--- src/logic/duc_defines.vh ---
// constants shared by the duart channel control files
`ifndef DUC_DEFINES_VH
`define DUC_DEFINES_VH
// ************************************************************
// register addresses (address pins a4..a1)
// ************************************************************
`define DUC_A_MODE 4'h0
`define DUC_A_STAT 4'h1
`define DUC_A_CMD 4'h2
`define DUC_A_DATA 4'h3
`define DUC_B_OFS 4'h8
`define DUC_OUTPUT_PIN_CONFIG 4'hd
`define DUC_OPSET 4'he
`define DUC_OPCLR 4'hf
`define DUC_REG_RST 8'h00
`define DUC_PIN_RST 8'hff
// ************************************************************
// field positions and encodings
// ************************************************************
`define DUC_M1_RECEIVER_FLOW_CONTROL 7
`define DUC_M1_RXINT 6
`define DUC_M1_ERRBLK 5
`define DUC_M1_PTYPE 2
`define DUC_PAR_ON 2'b00
`define DUC_PAR_FORCE 2'b01
`define DUC_PAR_OFF 2'b10
`define DUC_PAR_MDROP 2'b11
`define DUC_M2_TRANSMITTER_FLOW_CONTROL 5
`define DUC_M2_CTSEN 4
`define DUC_CM_ECHO 2'b01
`define DUC_CM_LLOOP 2'b10
`define DUC_CM_RLOOP 2'b11
`define DUC_LEN5 2'b00
`define DUC_BITS_MIN 4'h5
`define DUC_STOP_BASE 6'h09
`define DUC_STOP_LONG 6'h11
`define DUC_STOP_HALF 6'h08
`define DUC_CR_RXEN 0
`define DUC_CR_RXDIS 1
`define DUC_CR_TXEN 2
`define DUC_CR_TXDIS 3
`define DUC_CMD_PTR 3'h1
`define DUC_CMD_RXRST 3'h2
`define DUC_CMD_TXRST 3'h3
`define DUC_CMD_ERRRST 3'h4
`define DUC_CMD_BRKON 3'h6
`define DUC_CMD_BRKOFF 3'h7
`define DUC_FIFO_DEPTH 8
`define DUC_ERR_W 3
`endif

--- src/logic/duc_channel_control.v ---
// duart channel pair: mode, command, status and output port logic
`timescale 1ns/10ps
`include "duc_defines.vh"
module duc_channel_control (
	input wire clk,
	input wire nrst,
	input wire busSelN,
	input wire busRead,
	input wire [3:0] busAddr,
	input wire [7:0] busWrData,
	output reg [7:0] busRdData_q,
	input wire [1:0] rxCharValid,
	input wire [15:0] rxCharData,
	input wire [5:0] rxCharErr,
	input wire [1:0] rxStartBit,
	output wire [1:0] rxCharReady,
	output wire [1:0] txCharValid,
	output wire [15:0] txCharData,
	input wire [1:0] txCharTaken,
	input wire [1:0] txBusy,
	input wire [1:0] ctsN,
	output wire [1:0] txBreak,
	output wire [1:0] rxEnable,
	output wire [1:0] txEnable,
	output wire [15:0] clockSelect,
	output wire [7:0] dataBits,
	output wire [1:0] parityOn,
	output wire [1:0] parityForced,
	output wire [1:0] parityValue,
	output wire [1:0] multidrop,
	output wire [11:0] stopSixteenths,
	output wire [1:0] echoMode,
	output wire [1:0] localLoop,
	output wire [1:0] remoteLoop,
	input wire ctOutput,
	input wire txClk16xA,
	input wire [1:0] txClk1x,
	input wire [1:0] rxClk1x,
	output reg [7:0] outputPortPin_q
);
	// ************************************************************
	// reset release
	// ************************************************************
	reg [1:0] rstSync_q; // release synchroniser
	wire rstN = rstSync_q[1];

	// assert at once, release after two clean edges
	always @(posedge clk or negedge nrst) begin
		if (!nrst)
			rstSync_q <= 2'b00;
		else
			rstSync_q <= {rstSync_q[0], 1'b1};
	end

	// ************************************************************
	// bus decode
	// ************************************************************
	wire access = ~busSelN; // one cycle strobe per access
	wire wrAcc = access & ~busRead;
	wire rdAcc = access & busRead;
	wire [15:0] chanRd; // read byte of each channel
	wire [1:0] rtsHold; // receiver flow control hold
	wire [1:0] rxSelBit; // selected receive status
	wire [1:0] txRdyBit; // transmitter ready
	wire [1:0] txRtsDrop; // transmitter done, drop request

	// four way pick for the clock routed pins
	function pick4;
		input [1:0] sel;
		input a;
		input b;
		input c;
		input d;
		begin
			case (sel)
				2'b00: pick4 = a;
				2'b01: pick4 = b;
				2'b10: pick4 = c;
				default: pick4 = d;
			endcase
		end
	endfunction

	// ************************************************************
	// per channel logic, index 0 is a, 1 is b
	// ************************************************************
	genvar c;
	generate
		for (c = 0; c < 2; c = c + 1) begin : chan
			localparam [3:0] OFS = (c == 0) ? 4'h0 : `DUC_B_OFS;
			reg [7:0] modeOne_q; // mode register one
			reg [7:0] modeTwo_q; // mode register two
			reg [7:0] clkSel_q; // clock select, write only
			reg [7:0] thr_q; // transmit holding byte
			reg ptrTwo_q; // mode pointer at register two
			reg rxEn_q;
			reg txEn_q;
			reg thrFull_q;
			reg txValid_q;
			reg overrun_q;
			reg rtsHold_q;
			reg brk_q;
			reg headSeen_q; // fifo top already accumulated
			reg headMask_q; // fifo top flags cleared by command
			reg [2:0] errAcc_q; // block mode error accumulation
			wire fifoReady;
			wire headValid;
			wire [10:0] head;
			wire hitMode = access & (busAddr == (`DUC_A_MODE | OFS));
			wire hitStat = access & (busAddr == (`DUC_A_STAT | OFS));
			wire hitCmd = wrAcc & (busAddr == (`DUC_A_CMD | OFS));
			wire hitData = access & (busAddr == (`DUC_A_DATA | OFS));
			// bit 7 is not decoded at all
			wire [2:0] misc = busWrData[6:4];
			// commands act in their access cycle; the host keeps
			// upper-nibble writes apart, so no queue is kept
			wire cmdPtr = hitCmd & (misc == `DUC_CMD_PTR);
			wire cmdRxRst = hitCmd & (misc == `DUC_CMD_RXRST);
			wire cmdTxRst = hitCmd & (misc == `DUC_CMD_TXRST);
			wire cmdErrRst = hitCmd & (misc == `DUC_CMD_ERRRST);
			wire cmdBrkOn = hitCmd & (misc == `DUC_CMD_BRKON);
			wire cmdBrkOff = hitCmd & (misc == `DUC_CMD_BRKOFF);
			wire multi = (modeOne_q[4:3] == `DUC_PAR_MDROP);
			// a disabled multidrop receiver keeps address chars only
			wire accept = rxEn_q | (multi & rxCharErr[3*c]);
			wire rdData = hitData & busRead;
			wire pop = rdData & headValid;
			wire fifoFull = ~fifoReady;
			wire transmit_holding_free = txEn_q & ~thrFull_q;
			wire transmitter_idle_empty = transmit_holding_free & ~txBusy[c];
			wire blockMode = modeOne_q[`DUC_M1_ERRBLK];
			wire [2:0] charErr = (headValid & ~headMask_q) ?
				head[10:8] : 3'b000;
			wire [2:0] errShown = blockMode ?
				errAcc_q : charErr;
			wire [7:0] status = {errShown, overrun_q, transmitter_idle_empty, transmit_holding_free,
				fifoFull, headValid};
			wire take = txValid_q & txCharTaken[c];
			wire ctsOk = ~modeTwo_q[`DUC_M2_CTSEN] | ~ctsN[c];
			wire thrLoad = hitData & ~busRead & txEn_q;
			wire thrFullD = ~cmdTxRst & (thrLoad | (thrFull_q & ~take));
			wire arrive = headValid & ~headSeen_q & ~cmdRxRst;
			wire errClr = cmdErrRst | cmdRxRst;

			// error flags ride in the fifo word beside the data
			duc_fifo #(
				.WIDTH(8 + `DUC_ERR_W),
				.DEPTH(`DUC_FIFO_DEPTH),
				.AW(3)
			) rxFifo (
				.clk(clk),
				.rstN(rstN),
				.flush(cmdRxRst),
				.inValid(rxCharValid[c] & accept),
				.inData({rxCharErr[3*c+2:3*c],
					rxCharData[8*c+7:8*c]}),
				.inReady_q(fifoReady),
				.outValid(headValid),
				.outData(head),
				.outReady(rdData)
			);

			// format decode handed to the serial engines
			duc_frame_fmt frameFmt (
				.clk(clk),
				.rstN(rstN),
				.modeOne(modeOne_q),
				.modeTwo(modeTwo_q),
				.dataBits_q(dataBits[4*c+3:4*c]),
				.parityOn_q(parityOn[c]),
				.parityForced_q(parityForced[c]),
				.parityValue_q(parityValue[c]),
				.multidrop_q(multidrop[c]),
				.stopSixteenths_q(stopSixteenths[6*c+5:6*c]),
				.echoMode_q(echoMode[c]),
				.localLoop_q(localLoop[c]),
				.remoteLoop_q(remoteLoop[c])
			);

			// channel control state
			always @(posedge clk or negedge rstN) begin
				if (!rstN) begin
					modeOne_q <= `DUC_REG_RST;
					modeTwo_q <= `DUC_REG_RST;
					clkSel_q <= `DUC_REG_RST;
					thr_q <= `DUC_REG_RST;
					ptrTwo_q <= 1'b0;
					rxEn_q <= 1'b0;
					txEn_q <= 1'b0;
					thrFull_q <= 1'b0;
					txValid_q <= 1'b0;
					overrun_q <= 1'b0;
					rtsHold_q <= 1'b0;
					brk_q <= 1'b0;
					headSeen_q <= 1'b0;
					headMask_q <= 1'b0;
					errAcc_q <= 3'b000;
				end else begin
					// mode access goes through the pointer
					if (hitMode & ~busRead & ~ptrTwo_q)
						modeOne_q <= busWrData;
					if (hitMode & ~busRead & ptrTwo_q)
						modeTwo_q <= busWrData;
					if (cmdPtr)
						ptrTwo_q <= 1'b0;
					else if (hitMode)
						ptrTwo_q <= 1'b1;
					if (hitStat & ~busRead)
						clkSel_q <= busWrData;
					// disable wins over enable in one write
					if (cmdRxRst | (hitCmd & busWrData[`DUC_CR_RXDIS]))
						rxEn_q <= 1'b0;
					else if (hitCmd & busWrData[`DUC_CR_RXEN])
						rxEn_q <= 1'b1;
					if (cmdTxRst | (hitCmd & busWrData[`DUC_CR_TXDIS]))
						txEn_q <= 1'b0;
					else if (hitCmd & busWrData[`DUC_CR_TXEN])
						txEn_q <= 1'b1;
					// holding register, loaded only when enabled
					thrFull_q <= thrFullD;
					if (thrLoad)
						thr_q <= busWrData;
					// with cts enable set in mode two, a character starts only with clear to send
					txValid_q <= thrFullD & ctsOk;
					// new start bit with the shifter still stuck
					if (rxStartBit[c] & rxCharValid[c] & fifoFull)
						overrun_q <= 1'b1;
					else if (errClr)
						overrun_q <= 1'b0;
					// mark the top entry once it has been seen
					if (pop | cmdRxRst)
						headSeen_q <= 1'b0;
					else if (headValid)
						headSeen_q <= 1'b1;
					if (pop | cmdRxRst)
						headMask_q <= 1'b0;
					else if (cmdErrRst)
						headMask_q <= 1'b1;
					// new arrival ors in even during an error reset, not on a receiver reset
					errAcc_q <= (errClr ? 3'b000 : errAcc_q) |
						(arrive ? head[10:8] : 3'b000);
					// hold request low until a slot frees
					if (modeOne_q[`DUC_M1_RECEIVER_FLOW_CONTROL] & rxStartBit[c] & fifoFull)
						rtsHold_q <= 1'b1;
					else if (fifoReady | ~modeOne_q[`DUC_M1_RECEIVER_FLOW_CONTROL])
						rtsHold_q <= 1'b0;
					if (cmdBrkOn)
						brk_q <= 1'b1;
					else if (cmdBrkOff | cmdTxRst)
						brk_q <= 1'b0;
				end
			end

			// read byte; write only and unused addresses read zero
			assign chanRd[8*c+7:8*c] = ~busRead ? 8'h00 :
				hitMode ? (ptrTwo_q ? modeTwo_q : modeOne_q) :
				hitStat ? status :
				hitData ? head[7:0] : 8'h00;
			assign rtsHold[c] = rtsHold_q;
			assign rxSelBit[c] = modeOne_q[`DUC_M1_RXINT] ?
				fifoFull : headValid;
			assign txRdyBit[c] = transmit_holding_free;
			// drop request once the disabled transmitter drains
			assign txRtsDrop[c] = modeTwo_q[`DUC_M2_TRANSMITTER_FLOW_CONTROL] & ~txEn_q &
				~thrFull_q & ~txBusy[c];
			assign rxCharReady[c] = fifoReady;
			assign txCharValid[c] = txValid_q;
			assign txCharData[8*c+7:8*c] = thr_q;
			assign txBreak[c] = brk_q;
			assign rxEnable[c] = rxEn_q;
			assign txEnable[c] = txEn_q;
			assign clockSelect[8*c+7:8*c] = clkSel_q;
		end
	endgenerate

	// ************************************************************
	// output port and read answer
	// ************************************************************
	reg [7:0] output_pin_config_q; // output pin configuration
	reg [7:0] opr_q; // output latch
	wire wrOpcr = wrAcc & (busAddr == `DUC_OUTPUT_PIN_CONFIG);
	wire oprSet = wrAcc & (busAddr == `DUC_OPSET);
	wire oprClr = wrAcc & (busAddr == `DUC_OPCLR);
	wire [7:0] setMask = oprSet ? busWrData : 8'h00;
	wire [7:0] clrMask = oprClr ? busWrData : 8'h00;
	// pin sources before the inversion
	wire [7:0] pinSrc = {
		output_pin_config_q[7] ? txRdyBit[1] : opr_q[7],
		output_pin_config_q[6] ? txRdyBit[0] : opr_q[6],
		output_pin_config_q[5] ? rxSelBit[1] : opr_q[5],
		output_pin_config_q[4] ? rxSelBit[0] : opr_q[4],
		pick4(output_pin_config_q[3:2], opr_q[3], ctOutput,
			txClk1x[1], rxClk1x[1]),
		pick4(output_pin_config_q[1:0], opr_q[2], txClk16xA,
			txClk1x[0], rxClk1x[0]),
		opr_q[1] & ~rtsHold[1],
		opr_q[0] & ~rtsHold[0]};

	// latch, configuration, pins and the read answer
	always @(posedge clk or negedge rstN) begin
		if (!rstN) begin
			output_pin_config_q <= `DUC_REG_RST;
			opr_q <= `DUC_REG_RST;
			outputPortPin_q <= `DUC_PIN_RST;
			busRdData_q <= `DUC_REG_RST;
		end else begin
			if (wrOpcr)
				output_pin_config_q <= busWrData;
			// set and reset bit commands; transmit done drops rts
			opr_q <= (opr_q | setMask) & ~clrMask &
				~{6'b000000, txRtsDrop};
			// pins are low while the source bit is one
			outputPortPin_q <= ~pinSrc;
			if (rdAcc)
				busRdData_q <= chanRd[7:0] | chanRd[15:8];
		end
	end
endmodule

--- src/logic/duc_fifo.v ---
// receive fifo with valid and ready on both sides
`timescale 1ns/10ps
`include "duc_defines.vh"
module duc_fifo #(
	parameter WIDTH = 11,
	parameter DEPTH = `DUC_FIFO_DEPTH,
	parameter AW = 3
) (
	input wire clk,
	input wire rstN,
	input wire flush,
	input wire inValid,
	input wire [WIDTH-1:0] inData,
	output reg inReady_q,
	output wire outValid,
	output wire [WIDTH-1:0] outData,
	input wire outReady
);
	reg [WIDTH-1:0] mem [0:DEPTH-1]; // storage, no reset needed
	reg [AW-1:0] wrPtr_q;
	reg [AW-1:0] rdPtr_q;
	reg [AW:0] count_q;
	wire push = inValid & inReady_q;
	wire pop = outValid & outReady;
	wire [AW:0] count_d = count_q + {{AW{1'b0}}, push} - {{AW{1'b0}}, pop};

	// wrap a pointer at the last slot
	function [AW-1:0] bump;
		input [AW-1:0] p;
		begin
			if (p == DEPTH - 1)
				bump = {AW{1'b0}};
			else
				bump = p + 1'b1;
		end
	endfunction

	assign outValid = (count_q != {(AW+1){1'b0}});
	assign outData = mem[rdPtr_q];

	// data array write
	always @(posedge clk) begin
		if (push)
			mem[wrPtr_q] <= inData;
	end

	// pointers; ready is a flop so back-pressure is glitch free
	always @(posedge clk or negedge rstN) begin
		if (!rstN) begin
			wrPtr_q <= {AW{1'b0}};
			rdPtr_q <= {AW{1'b0}};
			count_q <= {(AW+1){1'b0}};
			inReady_q <= 1'b1;
		end else if (flush) begin
			// realign only: old words stay in the array
			wrPtr_q <= {AW{1'b0}};
			rdPtr_q <= {AW{1'b0}};
			count_q <= {(AW+1){1'b0}};
			inReady_q <= 1'b1;
		end else begin
			if (push)
				wrPtr_q <= bump(wrPtr_q);
			if (pop)
				rdPtr_q <= bump(rdPtr_q);
			count_q <= count_d;
			inReady_q <= (count_d != DEPTH);
		end
	end
endmodule

--- src/logic/duc_frame_fmt.v ---
// character format decode for one channel, registered outputs
`timescale 1ns/10ps
`include "duc_defines.vh"
module duc_frame_fmt (
	input wire clk,
	input wire rstN,
	input wire [7:0] modeOne,
	input wire [7:0] modeTwo,
	output reg [3:0] dataBits_q,
	output reg parityOn_q,
	output reg parityForced_q,
	output reg parityValue_q,
	output reg multidrop_q,
	output reg [5:0] stopSixteenths_q,
	output reg echoMode_q,
	output reg localLoop_q,
	output reg remoteLoop_q
);
	wire [1:0] parMode = modeOne[4:3];

	// stop time in sixteenths of a bit
	function [5:0] stopLen;
		input [3:0] code;
		input five;
		begin
			if (code[3])
				stopLen = `DUC_STOP_LONG + {2'b00, code};
			else if (five)
				stopLen = `DUC_STOP_BASE + `DUC_STOP_HALF + {2'b00, code};
			else
				stopLen = `DUC_STOP_BASE + {2'b00, code};
		end
	endfunction

	// decode mode fields once per cycle
	always @(posedge clk or negedge rstN) begin
		if (!rstN) begin
			dataBits_q <= `DUC_BITS_MIN;
			parityOn_q <= 1'b0;
			parityForced_q <= 1'b0;
			parityValue_q <= 1'b0;
			multidrop_q <= 1'b0;
			stopSixteenths_q <= `DUC_STOP_BASE;
			echoMode_q <= 1'b0;
			localLoop_q <= 1'b0;
			remoteLoop_q <= 1'b0;
		end else begin
			dataBits_q <= `DUC_BITS_MIN + {2'b00, modeOne[1:0]};
			parityOn_q <= (parMode == `DUC_PAR_ON);
			parityForced_q <= (parMode == `DUC_PAR_FORCE);
			multidrop_q <= (parMode == `DUC_PAR_MDROP);
			// odd/even, forced level or address tag; zero when off
			parityValue_q <= modeOne[`DUC_M1_PTYPE] &
				(parMode != `DUC_PAR_OFF);
			stopSixteenths_q <= stopLen(modeTwo[3:0],
				modeOne[1:0] == `DUC_LEN5);
			echoMode_q <= (modeTwo[7:6] == `DUC_CM_ECHO);
			localLoop_q <= (modeTwo[7:6] == `DUC_CM_LLOOP);
			remoteLoop_q <= (modeTwo[7:6] == `DUC_CM_RLOOP);
		end
	end
endmodule

--- config.mk ---
export PLATFORM = sky130hd
export DESIGN_NAME = duc_channel_control
export DESIGN_NICKNAME = d
export VERILOG_FILES = /design/src/logic/duc_channel_control.v /design/src/logic/duc_fifo.v /design/src/logic/duc_frame_fmt.v
export VERILOG_INCLUDE_DIRS = /design/src /design/src/logic
export SDC_FILE = /design/constraint.sdc
export NUM_CORES = 1
export LEC_CHECK = 0
export BUFFER_PORTS_ARGS = -buffer_cell sky130_fd_sc_hd__buf_2
export CORE_MARGIN = 4
export CORE_UTILIZATION = 55
export CTS_BUF_LIST = sky130_fd_sc_hd__clkbuf_8 sky130_fd_sc_hd__clkbuf_16
export DETAILED_ROUTE_END_ITERATION = 7
export GPL_TIMING_DRIVEN = 0
export PLACE_DENSITY = 0.83
export SLEW_MARGIN = 20
export SYNTH_ARGS = -nofsm -noshare
export SYNTH_HDL_FRONTEND = slang
export SYNTH_SLANG_ARGS = --single-unit
--- constraint.sdc ---
create_clock -name clk -period 6 [get_ports clk]
set_input_delay 0.9 -clock clk [delete_from_list [all_inputs] [get_ports clk]]
set_output_delay 0.9 -clock clk [all_outputs]
set_load 0.01 [all_outputs]
Word-level counts from Yosys, hierarchy flattened
Memory sizes are Yosys's and may differ from the RTL's.
Cells that the tools add are included.
Word-level totals
  register bits: 180
  memory bits (writable): 176
  output and inout port bits: 92
  logic and storage cells: 376
  memories: 2
Memory list
  chan[0].rxFifo.mem: words 8, width 11, read ports 1, clocked after memory_dff 0, wr ports 1, RTL line duc_fifo.v:19  | reg [WIDTH-1:0] mem [0:DEPTH-1];
  chan[1].rxFifo.mem: words 8, width 11, read ports 1, clocked after memory_dff 0, wr ports 1, RTL line duc_fifo.v:19
Operators by class
  add/sub/neg operators: 14
  eq/ne operators: 38
  mux-type cells: 84
  bitwise logic cells: 148
  reductions and logical operators: 29
Operators with widths (count)
  $mux W8: 12
  $and A1 B1 Y1: 91
  $mux W3: 20
  $mux W1: 44
  $reduce_bool A2 Y1: 20
  $not A1 Y1: 30
  $eq A4 B4 Y1 const B: 7
  $mux W6: 4
  $eq A3 B3 Y1 const B: 7
  $or A1 B1 Y1: 18
  $and A8 B8 Y8: 2
  $eq A2 B2 Y1 const B: 8
  $not A8 Y8: 2
  $or A8 B8 Y8: 2
  $add A3 B1 Y3 const B: 4
  $add A5 B4 Y6 const A: 2
  $eq A2 B1 Y1 const B: 6
  $logic_not A2 Y1: 6
  $add A4 B4 Y5 const A: 2
  $add A3 B2 Y4 const A: 2
  $add A4 B1 Y4: 2
  $eq A4 B2 Y1 const B: 2
  $mux W4: 2
  $ne A4 B4 Y1 const B: 2
  other kinds (10): 16

Longest topological paths before layout
Gate-level depths: netlist of the first run.
  depth after elaboration: 9
  depth in mapped cells: 13
  depth with buffers taken out: 13

Hierarchy
A second synthesis of the first run with hierarchy kept.
Second synthesis, totals
  cells, all modules: 938
  area total of the unflattened synthesis: 15105.7 um^2
By module, submodules not included
  duc_fifo: times used 2, cells an instance 203, area each 4070.2 um^2, sequential area each 2919.0 um^2
  duc_channel_control: times used 1, cells an instance 453, area each 5804.3 um^2, sequential area each 3113.0 um^2
  duc_frame_fmt at chan[1].frameFmt: times used 1, cells an instance 40, area each 581.8 um^2, sequential area each 430.4 um^2
  duc_frame_fmt at chan[0].frameFmt: times used 1, cells an instance 39, area each 579.3 um^2, sequential area each 430.4 um^2

Worst setup path after synthesis of the first run
No wires, ideal clock.
  path kind: in2reg
  start point: in busSelN
  end point: reg chan[0].rxFifo.inReady_q
  library setup time: 0.091 ns
  arrival: 2.908 ns
  data required time: 5.909 ns
  setup slack: 3.001 ns
  stages on the path: 12
  buffers on the path: 1
  cell sequence: and2b_2 buf_6 and3_1 nand3_1 inv_1 ha_1 inv_1 ha_1 inv_1 fa_1 xor2_1 nand4b_1
On the way
  word-level cells in the longest chain between the ends: 7
  elaborated cells between the ends (all ways): 10
  those cells by class: 1 x add/sub; 1 x eq/ne; 1 x mux; 7 x bitwise
RTL lines
  start: declaration: RTL line duc_channel_control.v:7  | input wire busSelN,
  $not A1 Y1 *: RTL line duc_channel_control.v:58  | wire access = ~busSelN;
  $and A1 B1 Y1: RTL line duc_channel_control.v:112  | wire hitData = access & (busAddr == (`DUC_A_DATA | OFS));
  $and A1 B1 Y1: RTL line duc_channel_control.v:126  | wire rdData = hitData & busRead;
  $and A1 B1 Y1: RTL line duc_fifo.v:24  | wire pop = outValid & outReady;
  $sub A4 B1 Y4: RTL line duc_fifo.v:25  | wire [AW:0] count_d = count_q + {{AW{1'b0}}, push} - {{AW{1'b0}}, pop};
  $ne A4 B4 Y1: RTL line duc_fifo.v:66  | inReady_q <= (count_d != DEPTH);
  $mux W1 *: RTL line duc_fifo.v:54  | end else if (flush) begin
  end signal: assignment: RTL line duc_fifo.v:66
  end: declaration: RTL line duc_fifo.v:14  | output reg inReady_q,
Every way passes the cells marked *; elsewhere a longest branch is shown, timed or not.
A chain may end at the register's enable or synchronous reset.

Final worst setup path of the first run
Same ends and word-level chain as after synthesis.

==> out/metrics.csv, run 1 <==
stage,metric,value,unit
outcome,outcome,"finished, final reports clean",
logic_synthesis,synth.largest_area_cell,edfxtp_1,
die,core,26200,um2
clock_tree,htreeDepth,2,
global_route,grt_overflow_total,0,
die,die_y,172,um
global_route,grt_max_degree,59,
die,std_cell_rows,59,
critical_path,timing.rr.start,chan[1].rxFifo.count_q[2],
timing,period_share,53.7,%
timing,skew,0.0234,ns
detailed_routing,via_per_inst,5.99,
logic_synthesis,synth_nets,1038,
placed_design,dp.final_hpwl,24200,um
placed_design,gp_congestion,0.884,
clock_tree,clock_path_buffers,3,
logic_synthesis,synth_area_leaders,"edfxtp_1, dfrtp_1, mux4_2, mux2_2, dfstp_2",
detailed_routing,initialDrtViolationCount,1059,
critical_path,cp.arrival,3.65,ns
pwr,power_density,382,nW/um2
clock_tree,cts_made_buffers,36,
detailed_routing,dr.pass1.iters,7,
timing,finalHoldViolCount,0,
critical_path,endpoint_kind,register,
critical_path,cp_max_fo,10,
logic_synthesis,async_reset_ff_share,50.6,%
pwr,vdd_drop_max,0.260,mV
global_route,grt_pass1_vias,9294,
global_route,antenna_found_initial,4,
final_layout,mostFrequentLayoutCells,"edfxtp_1, dfrtp_1, buf_2, mux2_2, nor2_1",
global_route,grt_pass1_wl,53100,um
die,die_x,172,um
final_layout,drive_gt1_share,35.5,%
logic_synthesis,synthDistinctLibCells,74,
placed_design,io_buffers,142,
critical_path,r2r_slack,3.17,ns
die,io_pins,146,
timing,drv_slew,0,
timing,post-route-min-period,3.22,ns
clock_tree,tritoncts,done,
detailed_routing,remaining_drc_errors,0,
critical_path,r2r-end,chan[1].rxFifo.inReady_q,
die,initial_core_util,56.4,%
final_layout,area_delta_synth_final,16.6,%
global_route,grt_util_all_layers,23.7,%
final_layout,fin_area,17200,um2
clock_tree,hold_buffers,0,
detailed_routing,wirelength,34800,um
die,dieArea,29500,um2
timing,rsz0062_at_grt,false,
timing,relSlewSlack,49.4,%
logic_synthesis,synth-main-ff-cell,edfxtp_1,
logic_synthesis,synth-edff-count,176,
timing,worst_slack,2.78,ns
detailed_routing,dr_total_vias,9078,
logic_synthesis,synth_top_area_share,35.8,%
timing,max_clock_freq,310,MHz
clock_tree,cts_root_buffer,clkbuf_16,
hold_path,min_path_type,in2async,
pwr,p_leak,0.00719,uW
logic_synthesis,netlist_area,14800,um2
final_layout,final_common_cell,edfxtp_1,
logic_synthesis,syn_inst,958,
clock_tree,clock_sinks,356,
logic_synthesis,seq_area_frac_synth,66.4,%
timing,setup_viol,0,
detailed_routing,drt-wirelength-per-cell,23.0,um
clock_tree,clk_latency,0.52,ns
logic_synthesis,ys_warn_count,0,
critical_path,worstSetupPathType,in2reg,
clock_tree,post_cts_resized,0,
logic_synthesis,synth.avg_cell_area,15.4,um2
placed_design,post-place-ws,2.34,ns
critical_path,rr_worst_depth,12,
job,maxCapViolations,0,
final_layout,nets,1233,
logic_synthesis,ys_ff_latch,356,
timing,tightestPinTransition,0.758,ns
placed_design,placed_cell_area,16200,um2
clock_tree,cts_setup_buffers,0,
critical_path,crit_required,6.43,ns
critical_path,startpoint_type,input pin,
clock_tree,path_clk_slew,0.06,ns
detailed_routing,ant_nets,0,
worst max path at each step:
stage	startpoint	depth (start not counted)	slack [ns]	to
floorplan	rstSync_q[1]	0	0.64	busRdData_q[0]
global placement	rstSync_q[1]	0	-1.18	chan[0].clkSel_q[2]
detailed placement	busSelN	14	2.34	chan[0].rxFifo.inReady_q
CTS	busSelN	14	2.83	chan[0].rxFifo.inReady_q
global route	busSelN	14	2.69	chan[0].rxFifo.inReady_q
finish	busSelN	14	2.78	chan[0].rxFifo.inReady_q
layout make-up:
type / count / area (um2)
flip-flops and latches: 356 / 9820
well taps: 335 / 419
repair buffers: 157 / 898
inverters: 32 / 120
multi-input cells: 506 / 4530
fillers: 1757 / 8980
plain buffers: 64 / 382
clock buffers: 39 / 953
clock inverters: 25 / 109
diodes: 1 / 2.50
cells by family after synthesis:
logic type      synth area share [%]
buf+inv                         3.40
mux                             14.9
xor+xnor                       0.534
simple gates                    7.36
flops                           66.4
other cells                   0.0254
compound gates                  5.06
fa+ha+maj                       2.30
power by group:
part / internal (uW) / switching [uW] / total (uW) / leakage, uW
Clock: 1140 / 889 / 2030 / 0.000577
Sequential: 2920 / 239 / 3160 / 0.00383
Combinational: 667 / 729 / 1400 / 0.00278
synth_stat cells (3+ instances only):
cell	number
a211oi_1	4
a21boi_0	3
a21oi_1	47
a22o_1	6
a31oi_1	9
and2_1	5
and3_1	3
buf_2	14
buf_4	29
clkbuf_1	18
dfrtp_1	162
dfstp_2	18
edfxtp_1	176
ha_1	24
inv_1	31
mux2_2	72
mux2i_1	40
mux4_2	44
nand2_1	45
nand2b_1	4
nand3_1	10
nor2_1	53
nor2b_1	11
nor3_1	13
nor3b_1	12
nor3b_2	3
nor4_1	4
nor4b_1	3
o211ai_1	3
o21ai_0	20
o22ai_1	6
or3_1	5
xnor2_1	5
xor2_1	4
worst max-delay path, stage by stage:
cell and delay [ns]:
buf_2 0.13, and2b_2 0.27, buf_6 0.15, and3_1 0.30, nand3_1 0.24, inv_1 0.27, ha_1 0.26, inv_1 0.06
ha_1 0.30, a21o_1 0.18, a21oi_1 0.19, xnor2_1 0.09, nor2_1 0.16, nand4b_1 0.15
routing by layer:
metal / share of wire, % / up-vias / global-route usage [%]
met2: 49 / 454 / 38.8
met4: 3.6 / 6 / 9.23
met1: 40 / 4579 / 32.2
li1: - / 3957 / -
met3: 7.7 / 82 / 4.07
met5: 0.12 / - / 0
sequential cells by signal, summed over array words and instances (netlist names), 6 cells and up:
signal / count
opr_q: 8
outputPortPin_q: 8
chan.rxFifo.mem: 176
chan.rxFifo.count_q: 8
busRdData_q: 8
chan.modeTwo_q: 16
chan.modeOne_q: 16
chan.clkSel_q: 16
output_pin_config_q: 8
chan.thr_q: 16
chan.rxFifo.rdPtr_q: 6
chan.frameFmt.dataBits_q: 8
chan.rxFifo.wrPtr_q: 6
chan.errAcc_q: 6
chan.frameFmt.stopSixteenths_q: 12
stage by stage:
| stage | instances | TNS [ns] | util (%) | power, uW | hold WS (ns) |
|---|---|---|---|---|---|
| 2_1_floorplan | 958 | 0 | - | 4080 | 0.331 |
| 3_3_place_gp | 1435 | -187.40 | 60.7 | 4470 | 0.333 |
| 3_5_place_dp | 1450 | 0 | 61.7 | 4580 | 0.353 |
| 4_1_cts | 1514 | 0 | 65.7 | 6610 | 0.160 |
| 5_1_grt | 1515 | 0 | 65.7 | 6870 | 0.168 |
| 6_report | 1515 | 0 | 65.7 | 6580 | 0.176 |
(Power assumes the default switching activity.)
==> inputs of run 2 (changes only) <==
- clock period: 6 -> 3.2 ns (I/O delays scaled with it)
==> out/metrics.csv, run 2 (synthesized netlist as in run 1, its figures left out) <==
stage,metric,value,unit
timing,whs,0.161,ns
pwr,swShare,27.6,%
critical_path,cp_slowest_cell,nor3b_1,
final_layout,mostFrequentLayoutCells,"edfxtp_1, dfrtp_1, buf_2, mux2_2, nor2_1",
detailed_routing,via_per_inst,5.95,
timing,max_clock_freq,355,MHz
die,dieArea,29500,um2
placed_design,dp.final_hpwl,23900,um
job,maxCapViolations,0,
critical_path,startpoint_type,register,
global_route,grt_pass1_vias,9289,
critical_path,crit_buf_inv,2,
timing,rsz0062_at_grt,false,
pwr,p_switching,3530,uW
clock_tree,cts_root_buffer,clkbuf_16,
final_layout,area_delta_synth_final,17.8,%
hold_path,min_path_type,in2reg,
placed_design,placedCellCount,1450,
pwr,p_leak,0.00723,uW
pwr,power_density,736,nW/um2
timing,post-route-min-period,2.81,ns
global_route,grt_max_degree,52,
final_layout,nets,1234,
outcome,outcome,"finished, final reports clean",
die,std_cell_rows,59,
global_route,grt_util_all_layers,23.9,%
placed_design,placed_cell_area,16200,um2
clock_tree,clk_latency,0.53,ns
timing,relSlewSlack,42.3,%
pwr,seqPwrFrac,46.3,%
global_route,grt_overflow_total,0,
pwr,vdd_drop_max,0.547,mV
detailed_routing,initialDrtViolationCount,1122,
critical_path,path_common_cell,ha_1,
die,die_y,172,um
timing,setup_viol,0,
clock_tree,clock_path_buffers,3,
critical_path,setup.worst_path.start,chan[1].rxFifo.count_q[2],
critical_path,crit_required,3.65,ns
clock_tree,path_clk_slew,0.06,ns
final_layout,top_register,chan.rxFifo.mem,
timing,drv_slew,0,
hold_path,hp-start,ctsN[0],
clock_tree,cts_made_buffers,36,
timing,skew,0.0164,ns
critical_path,crit_path_max_incr_delay,0.61,ns
critical_path,cp_max_fo,6,
detailed_routing,wirelength,34700,um
critical_path,timing.rr.start,chan[1].rxFifo.count_q[2],
timing,finalHoldViolCount,0,
critical_path,endpoint_kind,register,
die,die_x,172,um
final_layout,largest_reg_flops,176,
timing,setup-tns-final,0,ns
critical_path,crit_family,simple AND/OR/NAND/NOR gates,
critical_path,crit_chain,inv_1 -> ha_1 -> nor3b_1 -> nor3b_2 -> ha_1 -> inv_1 -> ha_1 -> a21o_1 -> a21oi_1 -> xnor2_1 -> nor2_1 -> nand4b_1,
critical_path,worstSetupPathType,reg2reg,
pwr,p_int,9270,uW
clock_tree,clock_sinks,356,
detailed_routing,dr.pass1.iters,5,
pwr,combPwrFrac,20.3,%
die,core,26200,um2
pwr,p_clk_share,33.4,%
timing,period_share,87.9,%
detailed_routing,remaining_drc_errors,0,
die,io_pins,146,
final_layout,fin_cells,1518,
clock_tree,cts_setup_buffers,0,
critical_path,cp.arrival,3.26,ns
global_route,antenna_found_initial,2,
final_layout,drive_gt1_share,36.3,%
placed_design,gp_congestion,0.891,
timing,tightestPinTransition,0.864,ns
clock_tree,htreeDepth,2,
die,initial_core_util,56.4,%
final_layout,fin_area,17400,um2
placed_design,io_buffers,142,
global_route,grt_pass1_wl,53900,um
detailed_routing,drt-wirelength-per-cell,22.9,um
clock_tree,tritoncts,done,
detailed_routing,ant_nets,0,
final_layout,final_common_cell,edfxtp_1,
detailed_routing,dr_total_vias,9032,
run 2: changes by cell type in the layout (fill, tap and decap cells not counted), sizes merged:
cell,before,now
clkinv,11,9
clkinvlp,0,3
bufinv,0,4
diode,1,2
clkbuf,57,60
dlygate4sd3,0,1
inv,46,39
run 2: area by class of cell:
class	count	area, um2
Antenna cell	2	5.00
Buffer	64	382
Clock buffer	42	995
Clock inverter	23	219
Fill cell	1729	8810
Inverter	32	120
Multi-Input combinational cell	506	4530
Sequential cell	356	9820
Tap cell	335	419
Timing Repair Buffer	158	912
run 2: timing repair:
action	in CTS	in global routing
endpoints found under the setup margin	0	0
gates resized for setup	0	0
hold endpoints to repair	2	0
hold buffers	1	0
run 2: layer usage:
layer | routed length [um] | vias to the layer above | track usage [%]
met5 | 7 | - | 0
met2 | 16800 | 460 | 38.7
met4 | 1130 | 2 | 8.65
met1 | 13900 | 4537 | 32.8
met3 | 2920 | 77 | 4.60
li1 | - | 3956 | -
run 2: final timing paths:
kind                                       endpoint  slack [ns]  cells after the start
max                        chan[1].rxFifo.inReady_q        0.39                     12
min                               chan[0].txValid_q        0.16                      2
max reg2reg                chan[1].rxFifo.inReady_q        0.39                     12
min reg2reg                          busRdData_q[4]        0.34                      0
max in group asynchronous        outputPortPin_q[7]        1.86                      2
min in group asynchronous              rstSync_q[1]        0.28                      2
run 2: power groups by stage:
stage	Clock (uW)	Combinational (uW)	Sequential [uW]
floorplan	0	1690	5960
global placement	0	2400	5980
detailed placement	0	2590	6000
CTS	4330	2620	5920
global route	4540	2870	5990
finish	4280	2600	5920
run 2: stage by stage:
step	power (uW)	setup slack (ns)	utilization, %
after global routing	13400	0.176	66.4
after CTS	12900	0.413	66.3
after global placement	8380	-0.733	60.7
final	12800	0.386	66.4
after detailed placement	8580	-0.0170	61.7
after floorplan	7640	0.245	-
==> inputs of run 3 (changes only) <==
- ABC_AREA: unset -> 1
- PLACE_DENSITY: 0.83 -> unset
- PLACE_DENSITY_LB_ADDON: unset -> 0.08
==> out/metrics.csv, run 3 <==
stage,metric,value,unit
logic_synthesis,synth_area_leaders,"edfxtp_1, dfrtp_1, nand2_1, o21ai_0, nor2_1",
die,std_cell_rows,60,
detailed_routing,dr.pass1.iters,5,
final_layout,drive_gt1_share,19.4,%
detailed_routing,dr_total_vias,11100,
global_route,grt_max_degree,53,
placed_design,dp.final_hpwl,25200,um
detailed_routing,remaining_drc_errors,0,
logic_synthesis,ys_ff_latch,356,
final_layout,area_delta_synth_final,16.4,%
final_layout,mostFrequentLayoutCells,"nand2_1, edfxtp_1, buf_2, dfrtp_1",
die,dieArea,30400,um2
critical_path,timing.rr.start,chan[0].rxFifo.count_q[2],
critical_path,crit_required,3.62,ns
timing,worst_slack,0.659,ns
critical_path,crit_chain,buf_2 -> inv_2 -> nand2_2 -> nor3_4 -> nand3_1 -> inv_1 -> ha_1 -> inv_1 -> ha_1 -> inv_1 -> fa_1 -> xor2_1 -> nand4_1,
clock_tree,clock_path_buffers,3,
detailed_routing,initialDrtViolationCount,937,
final_layout,final_common_cell,nand2_1,
timing,drv_slew,0,
final_layout,nets,1759,
clock_tree,cts_made_buffers,37,
detailed_routing,ant_nets,0,
die,die_y,174,um
pwr,vdd_drop_max,0.476,mV
timing,tightestPinTransition,0.824,ns
critical_path,rr_worst_depth,12,
global_route,antenna_found_initial,1,
global_route,grt_overflow_total,0,
clock_tree,htreeDepth,2,
timing,relSlewSlack,45.0,%
placed_design,post-place-ws,0.193,ns
logic_synthesis,ys_warn_count,0,
die,die_x,174,um
detailed_routing,drt-wirelength-per-cell,17.9,um
job,maxCapViolations,0,
global_route,grt_util_all_layers,24.3,%
final_layout,largest_reg_flops,176,
logic_synthesis,async_reset_ff_share,50.6,%
critical_path,crit_family,simple AND/OR/NAND/NOR gates,
critical_path,setup.worst_path.start,busAddr[3],
timing,whs,0.139,ns
logic_synthesis,synthDistinctLibCells,42,
die,io_pins,146,
critical_path,cp.arrival,2.96,ns
logic_synthesis,synth-main-ff-cell,edfxtp_1,
logic_synthesis,seq_area_frac_synth,64.4,%
critical_path,crit_path_max_incr_delay,0.54,ns
timing,period_share,79.4,%
logic_synthesis,syn_inst,1493,
critical_path,cp_max_fo,10,
final_layout,fin_cells,2080,
clock_tree,clk_latency,0.52,ns
clock_tree,cts_root_buffer,clkbuf_16,
final_layout,multi_input_area,4440,um2
final_layout,num-fill-cells,2176,
outcome,outcome,"finished, final reports clean",
critical_path,r2r-end,chan[0].rxFifo.inReady_q,
placed_design,io_buffers,143,
placed_design,gp_congestion,0.872,
detailed_routing,via_per_inst,5.34,
critical_path,path_common_cell,inv_1,
critical_path,crit_buf_inv,5,
critical_path,cp_slowest_cell,nor3_4,
pwr,total_power,13600,uW
logic_synthesis,synth.largest_area_cell,edfxtp_1,
hold_path,min_path_type,in2reg,
final_layout,top_register,chan.rxFifo.mem,
timing,finalHoldViolCount,0,
die,initial_core_util,56.2,%
global_route,grt_pass1_vias,10500,
critical_path,endpoint,chan[0].rxFifo.inReady_q,
clock_tree,path_clk_slew,0.06,ns
pwr,power_density,769,nW/um2
hold_path,holdPathStages,2,
timing,setup_viol,0,
critical_path,startpoint_type,input pin,
detailed_routing,wirelength,37200,um
timing,rsz0062_at_grt,false,
timing,max_clock_freq,394,MHz
critical_path,endpoint_kind,register,
pwr,p_leak,0.00804,uW
final_layout,final-seq-area,9820,um2
die,core,27100,um2
logic_synthesis,netlist_area,15200,um2
logic_synthesis,synth.avg_cell_area,10.2,um2
logic_synthesis,synth.most_common_cell,nand2_1,
clock_tree,tritoncts,done,
logic_synthesis,synth_nets,1573,
critical_path,r2r_slack,0.78,ns
clock_tree,clock_sinks,356,
global_route,grt_pass1_wl,57900,um
logic_synthesis,synth_top_area_share,34.7,%
logic_synthesis,netlist_top_cells_count,"nand2_1, edfxtp_1, dfrtp_1",
timing,skew,0.0175,ns
timing,post-route-min-period,2.54,ns
placed_design,placedCellCount,2011,
critical_path,worstSetupPathType,in2reg,
critical_path,cp_num_cells,13,
logic_synthesis,synth-edff-count,176,
run 3: final cells by class:
class	instances	area share, %
diodes	1	0.0141
well taps	372	2.63
clock buffers	41	5.66
clock inverters	26	0.988
flip-flops and latches	356	55.4
multi-input cells	901	25.0
repair buffers	147	4.56
inverters	162	3.43
plain buffers	74	2.33
run 3: repair_timing:
action / CTS / global route
endpoints found under the hold margin: 2 / 0
gates resized for setup: 0 / 0
endpoints found under the setup margin: 0 / 0
setup buffers: 0 / 0
hold buffers: 1 / 0
run 3: cells by family (layout without fill, tap and decap cells):
family / after synthesis / count (layout) / synth area share [%]
compound gates: 222 / 222 / 8.00
xor+xnor: 8 / 8 / 0.460
fa+ha+maj: 26 / 26 / 2.23
buf+inv: 236 / 450 / 6.70
flops: 356 / 356 / 64.4
mux: 1 / 1 / 0.0657
other cells: 1 / 2 / 0.0246
simple gates: 643 / 643 / 18.1
run 3: worst reg2reg max path, stage by stage (launching register included):
cell and delay (ns):
dfrtp_1 0.36, inv_1 0.08, ha_1 0.17, nand3_1 0.18
nand3_1 0.15, inv_1 0.11, ha_1 0.31, inv_1 0.06
ha_1 0.15, inv_1 0.06, fa_1 0.40, xor2_1 0.18
nand4_1 0.13
run 3: power by group:
group / switching [uW] / internal (uW)
sequential: 380 / 5630
combinational: 2300 / 1180
clock: 1730 / 2420
run 3: stage by stage:
stage	setup TNS (ns)	area, um2	util (%)
2_1_floorplan	0	15200	-
3_3_place_gp	-142.50	16400	60.6
3_5_place_dp	0	16500	61.0
4_1_cts	0	17700	65.4
5_1_grt	0	17700	65.4
6_report	0	17700	65.4
run 3: routing by layer:
layer	routed length [um]	vias up	track usage (%)	part of all wire, %
li1	-	5283	-	-
met2	17600	397	39.6	47
met1	16100	5358	34.0	43
met4	902	0	6.90	2.4
met5	0	-	0	0
met3	2590	62	4.18	6.9
run 3: how the worst min path moves through the flow:
stage,from,to
2_1_floorplan,nrst,rstSync_q[0]
3_3_place_gp,nrst,rstSync_q[0]
3_5_place_dp,nrst,rstSync_q[0]
4_1_cts,ctsN[1],chan[1].txValid_q
5_1_grt,ctsN[1],chan[1].txValid_q
6_report,ctsN[1],chan[1].txValid_q
